==> src/hw/iosc_map.svh <==
// Behaviour
// - low osc runs for 31 kHz select, two-speed at 000, or timer/monitor/display use.
// - low osc level is the time base handed to power-up, watchdog and monitor.
// - bit 1 of oscillator_control shows low osc stable.
// - bits 6:4 choose one of eight internal frequencies.
// - every reset loads frequency select with 110, 4 MHz.
// - switching to a stopped oscillator waits 10 us before the new frequency applies.
// - switch waits current clock fall, holds clock low, connects on new rising edge (external on its falling edge).
// - stable bits always show the live state of each internal oscillator.
// - switches among high-osc derived frequencies take no start-up delay.
// - source select 0 uses configured oscillator, 1 uses internal selected frequency.
// - every reset clears the source select bit.
// - automatic switches never change source select; software reads clock-active bit.
// - bit 3 shows the system clock runs external; for crystals, start-up timer done.
// - sleep aborts external start-up and leaves the clock-active bit clear.
// - crystal modes count 1024 oscillations; without two-speed execution is held.
// - two-speed needs enable bit, source select 0 and a crystal mode.
// - two-speed starts after power-up timer expiry and after each wake-up.
// - non-crystal external sources disable two-speed start-up.
// - two-speed runs internal, then on timeout switches on internal then external falls.
// - high osc runs for non-000 select with source 1, or two-speed at non-000.
// - bit 2 of oscillator_control shows high osc stable.
`ifndef IOSC_MAP_SVH
`define IOSC_MAP_SVH
`define IOSC_OFS_CTRL 8'h00
`define IOSC_BIT_SCS 0
`define IOSC_BIT_LTS 1
`define IOSC_BIT_HTS 2
`define IOSC_BIT_EXTERNAL_CLOCK_ACTIVE 3
`define IOSC_INTERNAL_FREQ_SELECT_LSB 4
`define IOSC_INTERNAL_FREQ_SELECT_MSB 6
`define IOSC_INTERNAL_FREQ_SELECT_RST 3'h6
`define IOSC_INTERNAL_FREQ_SELECT_LF 3'h0
`define IOSC_INTERNAL_FREQ_SELECT_8M 3'h7
`define IOSC_OSC_CONFIG_SELECT_LP 3'h0
`define IOSC_OSC_CONFIG_SELECT_XT 3'h1
`define IOSC_OSC_CONFIG_SELECT_HS 3'h2
`define IOSC_OSC_CONFIG_SELECT_INTIO 3'h4
`define IOSC_OSC_CONFIG_SELECT_INT 3'h5
`define IOSC_IDX_EXT 0
`define IOSC_IDX_HF 1
`define IOSC_IDX_LF 2
`define IOSC_CLK_KHZ 50000
`define IOSC_START_NS 10000
`define IOSC_START_CYC ((`IOSC_START_NS * `IOSC_CLK_KHZ + 999999) / 1000000)
`define IOSC_OST_COUNT 1024
`define IOSC_OST_W 11
`define IOSC_DLY_W 10
`define IOSC_POST_W 7
`endif

==> src/hw/iosc_pkg.sv <==
`include "iosc_map.svh"
package iosc_pkg;
  typedef enum logic [1:0]
  {
    ST_RUN = 2'h0,
    ST_START = 2'h1,
    ST_FALL = 2'h3,
    ST_HOLD = 2'h2
  } iosc_state_t;
  typedef enum logic [1:0]
  {
    SRC_NONE = 2'h0,
    SRC_LF = 2'h1,
    SRC_HF = 2'h2,
    SRC_EXT = 2'h3
  } iosc_src_t;
  typedef struct packed {
    iosc_state_t st;
    iosc_src_t src;
    iosc_src_t tgt;
    logic [2:0] internal_freq_select_app;
    logic [2:0] tgt_internal_freq_select;
    logic [2:0] internal_freq_select;
    logic sysclk_source_select;
    logic external_clock_active;
    logic por_seen;
    logic ost_run;
    logic ost_done;
    logic [`IOSC_OST_W-1:0] ost_cnt;
    logic [`IOSC_DLY_W-1:0] hf_cnt;
    logic [`IOSC_DLY_W-1:0] lf_cnt;
    logic [`IOSC_POST_W-1:0] post_cnt;
    logic cur_q;
    logic tgt_q;
    logic sys_clk;
    logic ack;
    logic [7:0] rdat;
  } iosc_regs_t;
endpackage

==> src/hw/iosc_ctrl.sv <==
`timescale 1ns/1ps
`include "iosc_map.svh"
module iosc_ctrl #(
  parameter int unsigned OST_COUNT = `IOSC_OST_COUNT,
  parameter int unsigned START_CYC = `IOSC_START_CYC
)(
  input wire logic i_core_clk,
  input wire logic i_resetn,
  input wire logic i_wb_cyc,
  input wire logic i_wb_stb,
  input wire logic i_wb_we,
  input wire logic [7:0] i_wb_adr,
  input wire logic [3:0] i_wb_sel,
  input wire logic [31:0] i_wb_dat,
  output logic [31:0] o_wb_dat,
  output logic o_wb_ack,
  input wire logic [2:0] i_osc_config_select,
  input wire logic i_two_speed_enable,
  input wire logic i_powerup_timer_en,
  input wire logic i_watchdog_timer_en,
  input wire logic i_failsafe_monitor_en,
  input wire logic i_display_lf_clk_en,
  input wire logic i_por_ready,
  input wire logic i_wake,
  input wire logic i_sleep,
  input wire logic i_ext_osc,
  input wire logic i_high_freq_internal_osc,
  input wire logic i_low_freq_internal_osc,
  output logic o_lf_osc_en,
  output logic o_hf_osc_en,
  output logic o_lf_timebase,
  output logic o_sys_clk,
  output logic o_cpu_hold,
  output logic o_external_clock_active
);
  iosc_pkg::iosc_regs_t r_reg;
  iosc_pkg::iosc_regs_t r_next;
  logic [2:0] lvl;
  logic [2:0] rise;
  logic [2:0] fall;
  logic crystal;
  logic int_mode;
  logic two_speed;
  logic lf_stable;
  logic hf_stable;
  logic cur_lvl;
  logic tgt_lvl;
  logic wb_hit;
  logic wb_wr;
  logic internal_freq_select_lf;
  logic [7:0] ctrl_rd;
  iosc_pkg::iosc_src_t int_src;
  iosc_pkg::iosc_src_t want;

  function automatic logic clk_level(
    input iosc_pkg::iosc_src_t s,
    input logic [2:0] f,
    input logic [2:0] l,
    input logic [`IOSC_POST_W-1:0] pc
  );
    logic v;
    v = 1'b0;
    case (s)
      iosc_pkg::SRC_LF: v = l[`IOSC_IDX_LF];
      // postscaler taps, 110 takes bit 0 (divide by 2)
      iosc_pkg::SRC_HF: v = (f == `IOSC_INTERNAL_FREQ_SELECT_8M) ? l[`IOSC_IDX_HF]
                                                  : pc[`IOSC_INTERNAL_FREQ_SELECT_8M - 3'h1 - f];
      iosc_pkg::SRC_EXT: v = l[`IOSC_IDX_EXT];
      default: v = 1'b0;
    endcase
    return v;
  endfunction

  function automatic logic osc_ready(
    input iosc_pkg::iosc_src_t s,
    input logic lf_s,
    input logic hf_s
  );
    logic v;
    v = 1'b1;
    if (s == iosc_pkg::SRC_LF)
      v = lf_s;
    else if (s == iosc_pkg::SRC_HF)
      v = hf_s;
    return v;
  endfunction

  iosc_sync #(
    .W(3)
  ) u_sync (
    .i_core_clk(i_core_clk),
    .i_resetn(i_resetn),
    .i_async({i_low_freq_internal_osc, i_high_freq_internal_osc, i_ext_osc}),
    .o_level(lvl),
    .o_rise(rise),
    .o_fall(fall)
  );

  assign crystal = (i_osc_config_select == `IOSC_OSC_CONFIG_SELECT_LP) ||
                   (i_osc_config_select == `IOSC_OSC_CONFIG_SELECT_XT) ||
                   (i_osc_config_select == `IOSC_OSC_CONFIG_SELECT_HS);
  assign int_mode = (i_osc_config_select == `IOSC_OSC_CONFIG_SELECT_INTIO) ||
                    (i_osc_config_select == `IOSC_OSC_CONFIG_SELECT_INT);
  // two-speed only with enable, source 0 and a crystal mode
  // any non-crystal source leaves two-speed off
  assign two_speed = i_two_speed_enable && !r_reg.sysclk_source_select && crystal;
  // 000 selects the low osc, every other code the high osc
  assign internal_freq_select_lf = (r_reg.internal_freq_select == `IOSC_INTERNAL_FREQ_SELECT_LF);
  assign int_src = internal_freq_select_lf ? iosc_pkg::SRC_LF : iosc_pkg::SRC_HF;

  // source select steers between configured and internal clock
  // crystal still starting runs from internal when two-speed is on
  always_comb
  begin
    if (r_reg.sysclk_source_select || int_mode)
      want = int_src;
    else if (!crystal || r_reg.ost_done)
      want = iosc_pkg::SRC_EXT;
    else if (two_speed && r_reg.por_seen)
      want = int_src;
    else
      want = iosc_pkg::SRC_NONE;
  end

  assign o_lf_osc_en = ((r_reg.sysclk_source_select || i_two_speed_enable || int_mode) && internal_freq_select_lf) ||
                       i_powerup_timer_en || i_watchdog_timer_en ||
                       i_failsafe_monitor_en || i_display_lf_clk_en ||
                       (r_reg.src == iosc_pkg::SRC_LF) || (r_reg.tgt == iosc_pkg::SRC_LF);
  assign o_hf_osc_en = ((r_reg.sysclk_source_select || i_two_speed_enable || int_mode) && !internal_freq_select_lf) ||
                       (r_reg.src == iosc_pkg::SRC_HF) || (r_reg.tgt == iosc_pkg::SRC_HF);
  // synchronised low osc as timer time base
  assign o_lf_timebase = lvl[`IOSC_IDX_LF];

  // stability follows the live start-up counters
  assign lf_stable = (r_reg.lf_cnt == `IOSC_DLY_W'(START_CYC));
  assign hf_stable = (r_reg.hf_cnt == `IOSC_DLY_W'(START_CYC));

  assign cur_lvl = clk_level(r_reg.src, r_reg.internal_freq_select_app, lvl, r_reg.post_cnt);
  assign tgt_lvl = clk_level(r_reg.tgt, r_reg.tgt_internal_freq_select, lvl, r_reg.post_cnt);

  assign wb_hit = i_wb_cyc && i_wb_stb && !r_reg.ack;
  assign wb_wr = wb_hit && i_wb_we && i_wb_sel[0] && (i_wb_adr == `IOSC_OFS_CTRL);

  always_comb
  begin
    ctrl_rd = 8'h00;
    ctrl_rd[`IOSC_INTERNAL_FREQ_SELECT_MSB:`IOSC_INTERNAL_FREQ_SELECT_LSB] = r_reg.internal_freq_select;
    ctrl_rd[`IOSC_BIT_EXTERNAL_CLOCK_ACTIVE] = r_reg.external_clock_active;
    // high osc stable at bit 2
    ctrl_rd[`IOSC_BIT_HTS] = hf_stable;
    // low osc stable at bit 1
    ctrl_rd[`IOSC_BIT_LTS] = lf_stable;
    ctrl_rd[`IOSC_BIT_SCS] = r_reg.sysclk_source_select;
  end

  always_comb
  begin
    r_next = r_reg;
    r_next.cur_q = cur_lvl;
    r_next.tgt_q = tgt_lvl;
    r_next.ack = wb_hit;
    r_next.rdat = 8'h00;
    // unmapped reads answer zero
    if (wb_hit && !i_wb_we && (i_wb_adr == `IOSC_OFS_CTRL))
      r_next.rdat = ctrl_rd;
    // software frequency select; only software writes scs
    if (wb_wr)
    begin
      r_next.sysclk_source_select = i_wb_dat[`IOSC_BIT_SCS];
      r_next.internal_freq_select = i_wb_dat[`IOSC_INTERNAL_FREQ_SELECT_MSB:`IOSC_INTERNAL_FREQ_SELECT_LSB];
    end
    if (rise[`IOSC_IDX_HF])
      r_next.post_cnt = r_reg.post_cnt + `IOSC_POST_W'(1);
    // a stopped oscillator counts 10 us before it is usable
    if (!o_lf_osc_en)
      r_next.lf_cnt = '0;
    else if (!lf_stable)
      r_next.lf_cnt = r_reg.lf_cnt + `IOSC_DLY_W'(1);
    if (!o_hf_osc_en)
      r_next.hf_cnt = '0;
    else if (!hf_stable)
      r_next.hf_cnt = r_reg.hf_cnt + `IOSC_DLY_W'(1);
    // start-up restarts after power-up timer and after wake
    if ((i_por_ready && !r_reg.por_seen) || i_wake)
    begin
      r_next.por_seen = 1'b1;
      r_next.ost_run = 1'b1;
      r_next.ost_done = 1'b0;
      r_next.ost_cnt = '0;
    end
    // count external oscillations to the timeout
    else if (r_reg.ost_run && rise[`IOSC_IDX_EXT])
    begin
      r_next.ost_cnt = r_reg.ost_cnt + `IOSC_OST_W'(1);
      if (r_reg.ost_cnt == `IOSC_OST_W'(OST_COUNT - 1))
      begin
        r_next.ost_run = 1'b0;
        r_next.ost_done = 1'b1;
      end
    end
    if (i_sleep)
    begin
      r_next.ost_run = 1'b0;
      r_next.ost_done = 1'b0;
      r_next.ost_cnt = '0;
    end
    case (r_reg.st)
      iosc_pkg::ST_RUN:
      begin
        r_next.sys_clk = cur_lvl;
        if ((want != r_reg.src) ||
            ((want == iosc_pkg::SRC_HF) && (r_reg.internal_freq_select != r_reg.internal_freq_select_app)))
        begin
          r_next.tgt = want;
          r_next.tgt_internal_freq_select = r_reg.internal_freq_select;
          // high-osc derived targets skip the delay only while the high osc is stable
          if (osc_ready(want, lf_stable, hf_stable))
            r_next.st = iosc_pkg::ST_FALL;
          else
            r_next.st = iosc_pkg::ST_START;
        end
      end
      iosc_pkg::ST_START:
      begin
        r_next.sys_clk = cur_lvl;
        if (osc_ready(r_reg.tgt, lf_stable, hf_stable))
          r_next.st = iosc_pkg::ST_FALL;
      end
      iosc_pkg::ST_FALL:
      begin
        r_next.sys_clk = cur_lvl;
        // wait for the current clock to fall, then hold low
        if ((r_reg.src == iosc_pkg::SRC_NONE) || (r_reg.cur_q && !cur_lvl))
        begin
          r_next.sys_clk = 1'b0;
          r_next.st = iosc_pkg::ST_HOLD;
          // clock-active rises on the internal falling edge
          r_next.external_clock_active = (r_reg.tgt == iosc_pkg::SRC_EXT);
        end
      end
      default:
      begin
        r_next.sys_clk = 1'b0;
        // external joins on its falling edge, internal on its rising
        if ((r_reg.tgt == iosc_pkg::SRC_NONE) ||
            ((r_reg.tgt == iosc_pkg::SRC_EXT) ? (r_reg.tgt_q && !tgt_lvl)
                                              : (!r_reg.tgt_q && tgt_lvl)))
        begin
          r_next.src = r_reg.tgt;
          r_next.internal_freq_select_app = r_reg.tgt_internal_freq_select;
          r_next.st = iosc_pkg::ST_RUN;
        end
      end
    endcase
  end

  always_ff @(posedge i_core_clk)
  begin
    if (!i_resetn)
    begin
      r_reg <= '0;
      // reset selects 4 MHz; source select cleared
      r_reg.internal_freq_select <= `IOSC_INTERNAL_FREQ_SELECT_RST;
    end
    else
      r_reg <= r_next;
  end

  assign o_wb_ack = r_reg.ack;
  assign o_wb_dat = {24'h000000, r_reg.rdat};
  assign o_sys_clk = r_reg.sys_clk;
  // without a running source, execution stays suspended
  assign o_cpu_hold = (r_reg.src == iosc_pkg::SRC_NONE);
  assign o_external_clock_active = r_reg.external_clock_active;
endmodule // iosc_ctrl

==> src/hw/iosc_sync.sv <==
`timescale 1ns/1ps
module iosc_sync #(
  parameter int unsigned W = 3
)(
  input wire logic i_core_clk,
  input wire logic i_resetn,
  input wire logic [W-1:0] i_async,
  output logic [W-1:0] o_level,
  output logic [W-1:0] o_rise,
  output logic [W-1:0] o_fall
);
  typedef struct packed {
    logic [W-1:0] q1;
    logic [W-1:0] q2;
    logic [W-1:0] q3;
  } iosc_sync_t;
  iosc_sync_t r_reg;
  iosc_sync_t r_next;

  always_comb
  begin
    r_next.q1 = i_async;
    r_next.q2 = r_reg.q1;
    r_next.q3 = r_reg.q2;
  end

  always_ff @(posedge i_core_clk)
  begin
    if (!i_resetn)
      r_reg <= '0;
    else
      r_reg <= r_next;
  end

  // edges come from q2/q3 only, q1 feeds nothing but q2
  assign o_level = r_reg.q2;
  assign o_rise = r_reg.q2 & ~r_reg.q3;
  assign o_fall = ~r_reg.q2 & r_reg.q3;
endmodule // iosc_sync

==> config.mk <==
export PLATFORM = sky130hd
export DESIGN_NAME = iosc_ctrl
export DESIGN_NICKNAME = d
export VERILOG_FILES = /design/src/hw/iosc_pkg.sv /design/src/hw/iosc_ctrl.sv /design/src/hw/iosc_sync.sv
export VERILOG_INCLUDE_DIRS = /design/src /design/src/hw
export SDC_FILE = /design/constraint.sdc
export NUM_CORES = 1
export LEC_CHECK = 0
export BUFFER_PORTS_ARGS = -buffer_cell sky130_fd_sc_hd__buf_4
export CAP_MARGIN = 20
export CORE_MARGIN = 2
export CORE_UTILIZATION = 57
export DETAILED_ROUTE_END_ITERATION = 10
export PLACE_DENSITY = 0.86
export SYNTH_ARGS = -nofsm -noshare
export SYNTH_HDL_FRONTEND = slang
export SYNTH_SLANG_ARGS = --single-unit
==> constraint.sdc <==
create_clock -name i_core_clk -period 4.95 [get_ports i_core_clk]
set_input_delay 0.495 -clock i_core_clk [delete_from_list [all_inputs] [get_ports i_core_clk]]
set_output_delay 0.495 -clock i_core_clk [all_outputs]
set_load 0.01 [all_outputs]
# [Word-level counts from Yosys, hierarchy flattened]
# Index checks and enable logic that the tools add are counted.
[classes] addsub=6 n_lt_le_gt_ge=2 eq_ne=24 mux=31 bitwise=4 n_reduce_logical=68
[op_table] cell="$mux 13" count=2
[op_table] cell="$add 10x1->10 const B" count=2
[op_table] cell="$eq 10x9->1 const B" count=2
[op_table] cell="$logic_or 1x1->1" count=19
[op_table] cell="$logic_and 1x1->1" count=18
[op_table] cell="$mux 2" count=9
[op_table] cell="$reduce_and 2->1" count=8
[op_table] cell="$mux 1" count=13
[op_table] cell="$eq 2x2->1 const B" count=6
[op_table] cell="$eq 3x3->1 const B" count=4
[op_table] cell="$add 11x1->11 const B" count=1
[op_table] cell="$eq 11x10->1 const B" count=1
[op_table] cell="$logic_not 1->1" count=9
[op_table] cell="$eq 2x1->1 const B" count=4
[op_table] cell="$logic_not 8->1" count=1
[op_table] cell="$lt 3x4->1 const B" count=2
[op_table] cell="$add 7x1->7 const B" count=1
[op_table] cell="$bmux 1 s3" count=2
[op_table] cell="$logic_not 2->1" count=3
[op_table] cell="$logic_not 3->1" count=2
[op_table] cell="$ne 2x2->1 const B" count=3
[op_table] cell="$pmux 1 s3" count=2
[op_table] cell="$pmux 2 s3" count=1
[op_table] cell="$reduce_or 3->1" count=2
[op_table] cell="other kinds (14)" count=18
[word_totals] register_bits=78 in_bits=63 word_cells=159

# [Depth between registers and ports, before layout]
[depth] word_depth=16 depth_mapped=8 mapped_depth_nobuf=7

# [Hierarchy]
# From an unflattened synthesis, not the netlist that was laid out.
[unflattened] cells_unflattened=438 area_unflattened_um2=3846.2
[modules_own_cells] module="iosc_ctrl" n_inst=1 cells_per_inst=411 area_each_um2=3549.7 seq_area_each_um2=1381.3
[modules_own_cells] module="iosc_sync" n_inst=1 cells_per_inst=27 area_each_um2=296.5 seq_area_each_um2=180.2

# [Worst setup path before layout]
# OpenSTA, ideal clock, no wires.
[synth_timing] path_type="register to register" from="register r_reg[61] (netlist bit)" to="register r_reg (netlist bit o_external_clock_active)" arrival_ns=1.902 required_ns=4.827 slack_ns=2.924 stages_incl_launch_ff=8 path_buffers=0 synth_period_minus_slack_ns=2.026 cell_sequence="dfxtp_1 -> ha_1 -> mux4_2 -> nor4b_2 -> nor3_1 -> a222oi_1 -> o211ai_1 -> mux2i_1"
[synth_between] elab_chain_cells=9 elab_cells_between_ends=10 cone_classes="add/sub (1); eq/ne (1); mux (4); reduce/logical (4)"
[synth_lines] element="start, declared" line="iosc_ctrl.sv:36" rtl="iosc_pkg::iosc_regs_t r_reg;"
[synth_lines] element="start signal, assigned" line="iosc_ctrl.sv:266" rtl="r_reg <= r_next;"
[synth_lines] element="$sub 3x3->3 (no source line)"
[synth_lines] element="$bmux 1 s3" line="iosc_ctrl.sv:67" rtl=": pc[`IOSC_INTERNAL_FREQ_SELECT_8M - 3'h1 - f];"
[synth_lines] element="$mux 1" line="iosc_ctrl.sv:67"
[synth_lines] element="$mux 1 (*)" line="iosc_ctrl.sv:66" rtl="iosc_pkg::SRC_HF: v = (f == `IOSC_INTERNAL_FREQ_SELECT_8M) ? l[`IOSC_IDX_HF]"
[synth_lines] element="$pmux 1 s3 (*)" line="iosc_ctrl.sv:63" rtl="case (s)"
[synth_lines] element="$logic_not 1->1 (*)" line="iosc_ctrl.sv:233" rtl="if ((r_reg.src == iosc_pkg::SRC_NONE) || (r_reg.cur_q && !cur_lvl))"
[synth_lines] element="$logic_and 1x1->1 (*)" line="iosc_ctrl.sv:233"
[synth_lines] element="$logic_or 1x1->1 (*)" line="iosc_ctrl.sv:233"
[synth_lines] element="$reduce_and 2->1 (no source line) (*)"
# Every way passes the cells marked *; elsewhere a longest branch is shown, timed or not. The select of a mux whose other input is x is not followed.
# A chain may end at the register's enable or synchronous reset.

# [Final worst setup path]
# Same ends and word-level chain as after synthesis.

==> key figures <==
Critical path
  • Startpoint type of the worst setup path: flop
  • Buffers & Inverters on Critical Path: 0
  • Max Fanout on Critical Path: 7
  • CP arrival: 2.53 ns
  • Crit path cell chain: ha_1 > mux4_2 > nor4b_2 > nor3_1 > a222oi_1 > o211ai_1 > mux2i_1
  • Critical path capture point type: flop
  • CP top delay family: compound AO/OA/AOI/OAI gates
  • CP max stage delay: 0.52 ns
  • Setup CP Type: flop to flop
  • Worst Path Required: 5.18 ns
  • CP max stage cell: dfxtp_1

Clock network
  • CTS buffer count: 9
  • Hold-fix buffers at CTS: 0
  • Cell chosen for the clock root: clkbuf_8
  • Post_cts resized: 0
  • Clock Path Buffers: 2
  • Clk Latency, worst-skew pair: around 0.35 ns
  • H-tree levels: 3
  • Buffer count from post-CTS setup fixing: 0
  • CTS Sinks: a little under 80
  • Worst-path clk slew: ~0.08 ns
  • CTS tree: done

Power
  • P_leak: between 1.5 and 2 nW
  • Peak supply drop: ~0.00022 V
  • PwrDens: 326 nW/um^2

STA
  • Total Neg Setup Slack: 0 ns
  • Final setup fails: 0
  • Pins Over Slew Limit: 0
  • Final clock period utilization by the worst path: 0.464
  • Final min period: around 2.3 ns
  • Max Fclk: 435 MHz
  • Final clock skew: 0.00780 ns
  • Unrepaired setup endpoints after global routing: no
  • Slew margin rel.: 0.526
  • Tightest Pin Transition: approximately 0.71 ns
  • Final hold violations: 0

Final layout
  • Area of the multi-input gates: 1980 sq um
  • Most frequent cells in the layout: 77 x dfxtp_1, 57 x nor2_1, 46 x nand2_1
  • Nets: 541
  • # fillers: 519
  • Layout Utilization: 0.661
  • Post-Layout Cell Count: around 550
  • Leading cell type in the layout, fill and taps excluded: dfxtp_1
  • # diodes: 0
  • Share of cells above drive strength 1: 0.144
  • FF+latch area: 1540 sq um
  • Area Growth Syn to Fin: 12.1%
  • Max reg flops: 55

GRT
  • First-pass GRT wire length: 12.3 mm
  • Total grt overflow: 0
  • Vias in the first global route: between 2000 and 3000
  • GR Util All Layers: 0.212
  • Pin count of the biggest net entering global routing: 33
  • Antenna violations before repair: 0

Floorplanning
  • DIE AREA: about 7300 sq um
  • Num rows: 29
  • Initial Util: 0.590
  • Top-Level Pins: 102
  • Die Y: approximately 85 um
  • Core outline area: 6390 sq um
  • Die Width: 85.3 um

Place
  • Post-detailed-placement half-perimeter wirelength: approximately 5.3 mm
  • Placed Instances: 534
  • Buffers added on ports: 45
  • Gpl congestion: a little under 0.8

Detailed routing
  • First DRT Iteration DRCs: approximately 170
  • DRT Wirelength: 7.33 mm
  • DR WL/cell: 13.3 um
  • Pre-antenna DRT Iters: 4
  • DR vias: 2928
  • Vias/cell: 5.33
  • Post-route ant nets: 0
  • DRC Markers: 0

Yosys
  • Cell Area, Synth: approximately 3800 sq um
  • Syn_area_per_cell: approximately 8.7 sq um
  • Number of flops mapped to enable cells by yosys: 0
  • Yosys warns: 0
  • Share of the yosys chip area belonging to registers: 0.409
  • Synth Instances: 431
  • Cell variety after synth: 47
  • #FFs+latches synth: 77
  • Ys async rst share: 0
  • Ys flop type: dfxtp_1

Run
  • Max-Cap Viols: 0

Hold path
  • Tightest Hold Check Type: input pin to flop

Run status
  • Outcome: finished, final reports clean
through the flow:
stage / total power [mW] / hold slack [ns] / cell area [sq um] / worst slack (ns)
3_3_place_gp: 0.867 / 0.414 / 4010 / 2.69
5_1_grt: 1.44 / 0.345 / 4220 / 2.51
4_1_cts: 1.38 / 0.344 / 4220 / 2.67
3_5_place_dp: 0.875 / 0.420 / 4010 / 2.63
6_report: 1.38 / 0.357 / 4220 / 2.65
2_1_floorplan: 0.835 / 0.412 / 3860 / 2.92
path summary, 6_finish.rpt:
| kind | end | startpoint | slack (ns) | cells after the start |
|---|---|---|---|---|
| min reg2reg | u_sync.o_level[1] | u_sync.r_next[4] | 0.43 | 1 |
| max | o_external_clock_active | r_reg[61] | 2.65 | 7 |
| min | u_sync.r_next[4] | i_high_freq_internal_osc | 0.36 | 2 |
| max reg2reg | o_external_clock_active | r_reg[61] | 2.65 | 7 |
power by group:
group / internal (mW) / switching, mW / leakage [nW]
Combinational: 0.0878 / 0.0962 / 0.952
Clock: 0.294 / 0.218 / 0.105
Sequential: 0.646 / 0.0352 / 0.625
synth_stat cells, types with 2 or more instances:
library cell | number | share of area
nand2b_1 | 8 | 0.013
a211oi_1 | 2 | 0.0040
o22a_1 | 2 | 0.0047
clkbuf_1 | 10 | 0.010
nor3_1 | 9 | 0.012
nand3b_1 | 3 | 0.0060
o21ai_0 | 9 | 0.012
o32ai_1 | 2 | 0.0047
nand4_1 | 9 | 0.015
dfxtp_1 | 77 | 0.41
and4_1 | 4 | 0.0093
a21oi_1 | 14 | 0.019
mux2_2 | 2 | 0.0060
o211ai_1 | 2 | 0.0040
and3b_1 | 2 | 0.0047
mux2i_1 | 22 | 0.058
mux4_2 | 2 | 0.012
inv_1 | 14 | 0.014
nor3b_1 | 3 | 0.0060
nand3_1 | 12 | 0.016
xnor2_1 | 15 | 0.035
buf_4 | 32 | 0.064
and3_1 | 5 | 0.0083
nor2_1 | 57 | 0.057
nor4_2 | 2 | 0.0066
nand2_1 | 46 | 0.046
and2_1 | 14 | 0.023
ha_1 | 10 | 0.033
or3_1 | 4 | 0.0066
xor2_1 | 14 | 0.033
nor4_1 | 5 | 0.0083
nor2b_1 | 3 | 0.0050
a21o_1 | 2 | 0.0040
per-layer routing:
metal,vias up,track usage,share of wire
met3,11,0.0496,0.041
met2,72,0.373,0.52
met5,-,0,0
met1,1361,0.251,0.43
li1,1484,-,-
met4,0,0.0765,0.012
layout make-up:
class / count / area share
multi-input cells: 321 / 0.469
flip-flops and latches: 77 / 0.365
repair buffers: 45 / 0.0800
clock buffers: 11 / 0.0335
well taps: 77 / 0.0228
clock inverters: 4 / 0.0172
inverters: 14 / 0.0124
logic make-up (layout without fill, tap and decap cells):
group                      after synthesis  after routing  synth area share
and+or+nand+nor                        188            188             0.248
DFF                                     77             77             0.409
buffers and inverters                   57             74            0.0887
AOI/OAI and AO/OA                       42             42            0.0727
xor gates and xnor gates                29             29            0.0674
muxes                                   27             27            0.0794
adders and majority gates               10             10            0.0332
other                                    1             25          0.000995
(Power assumes the default switching activity.)
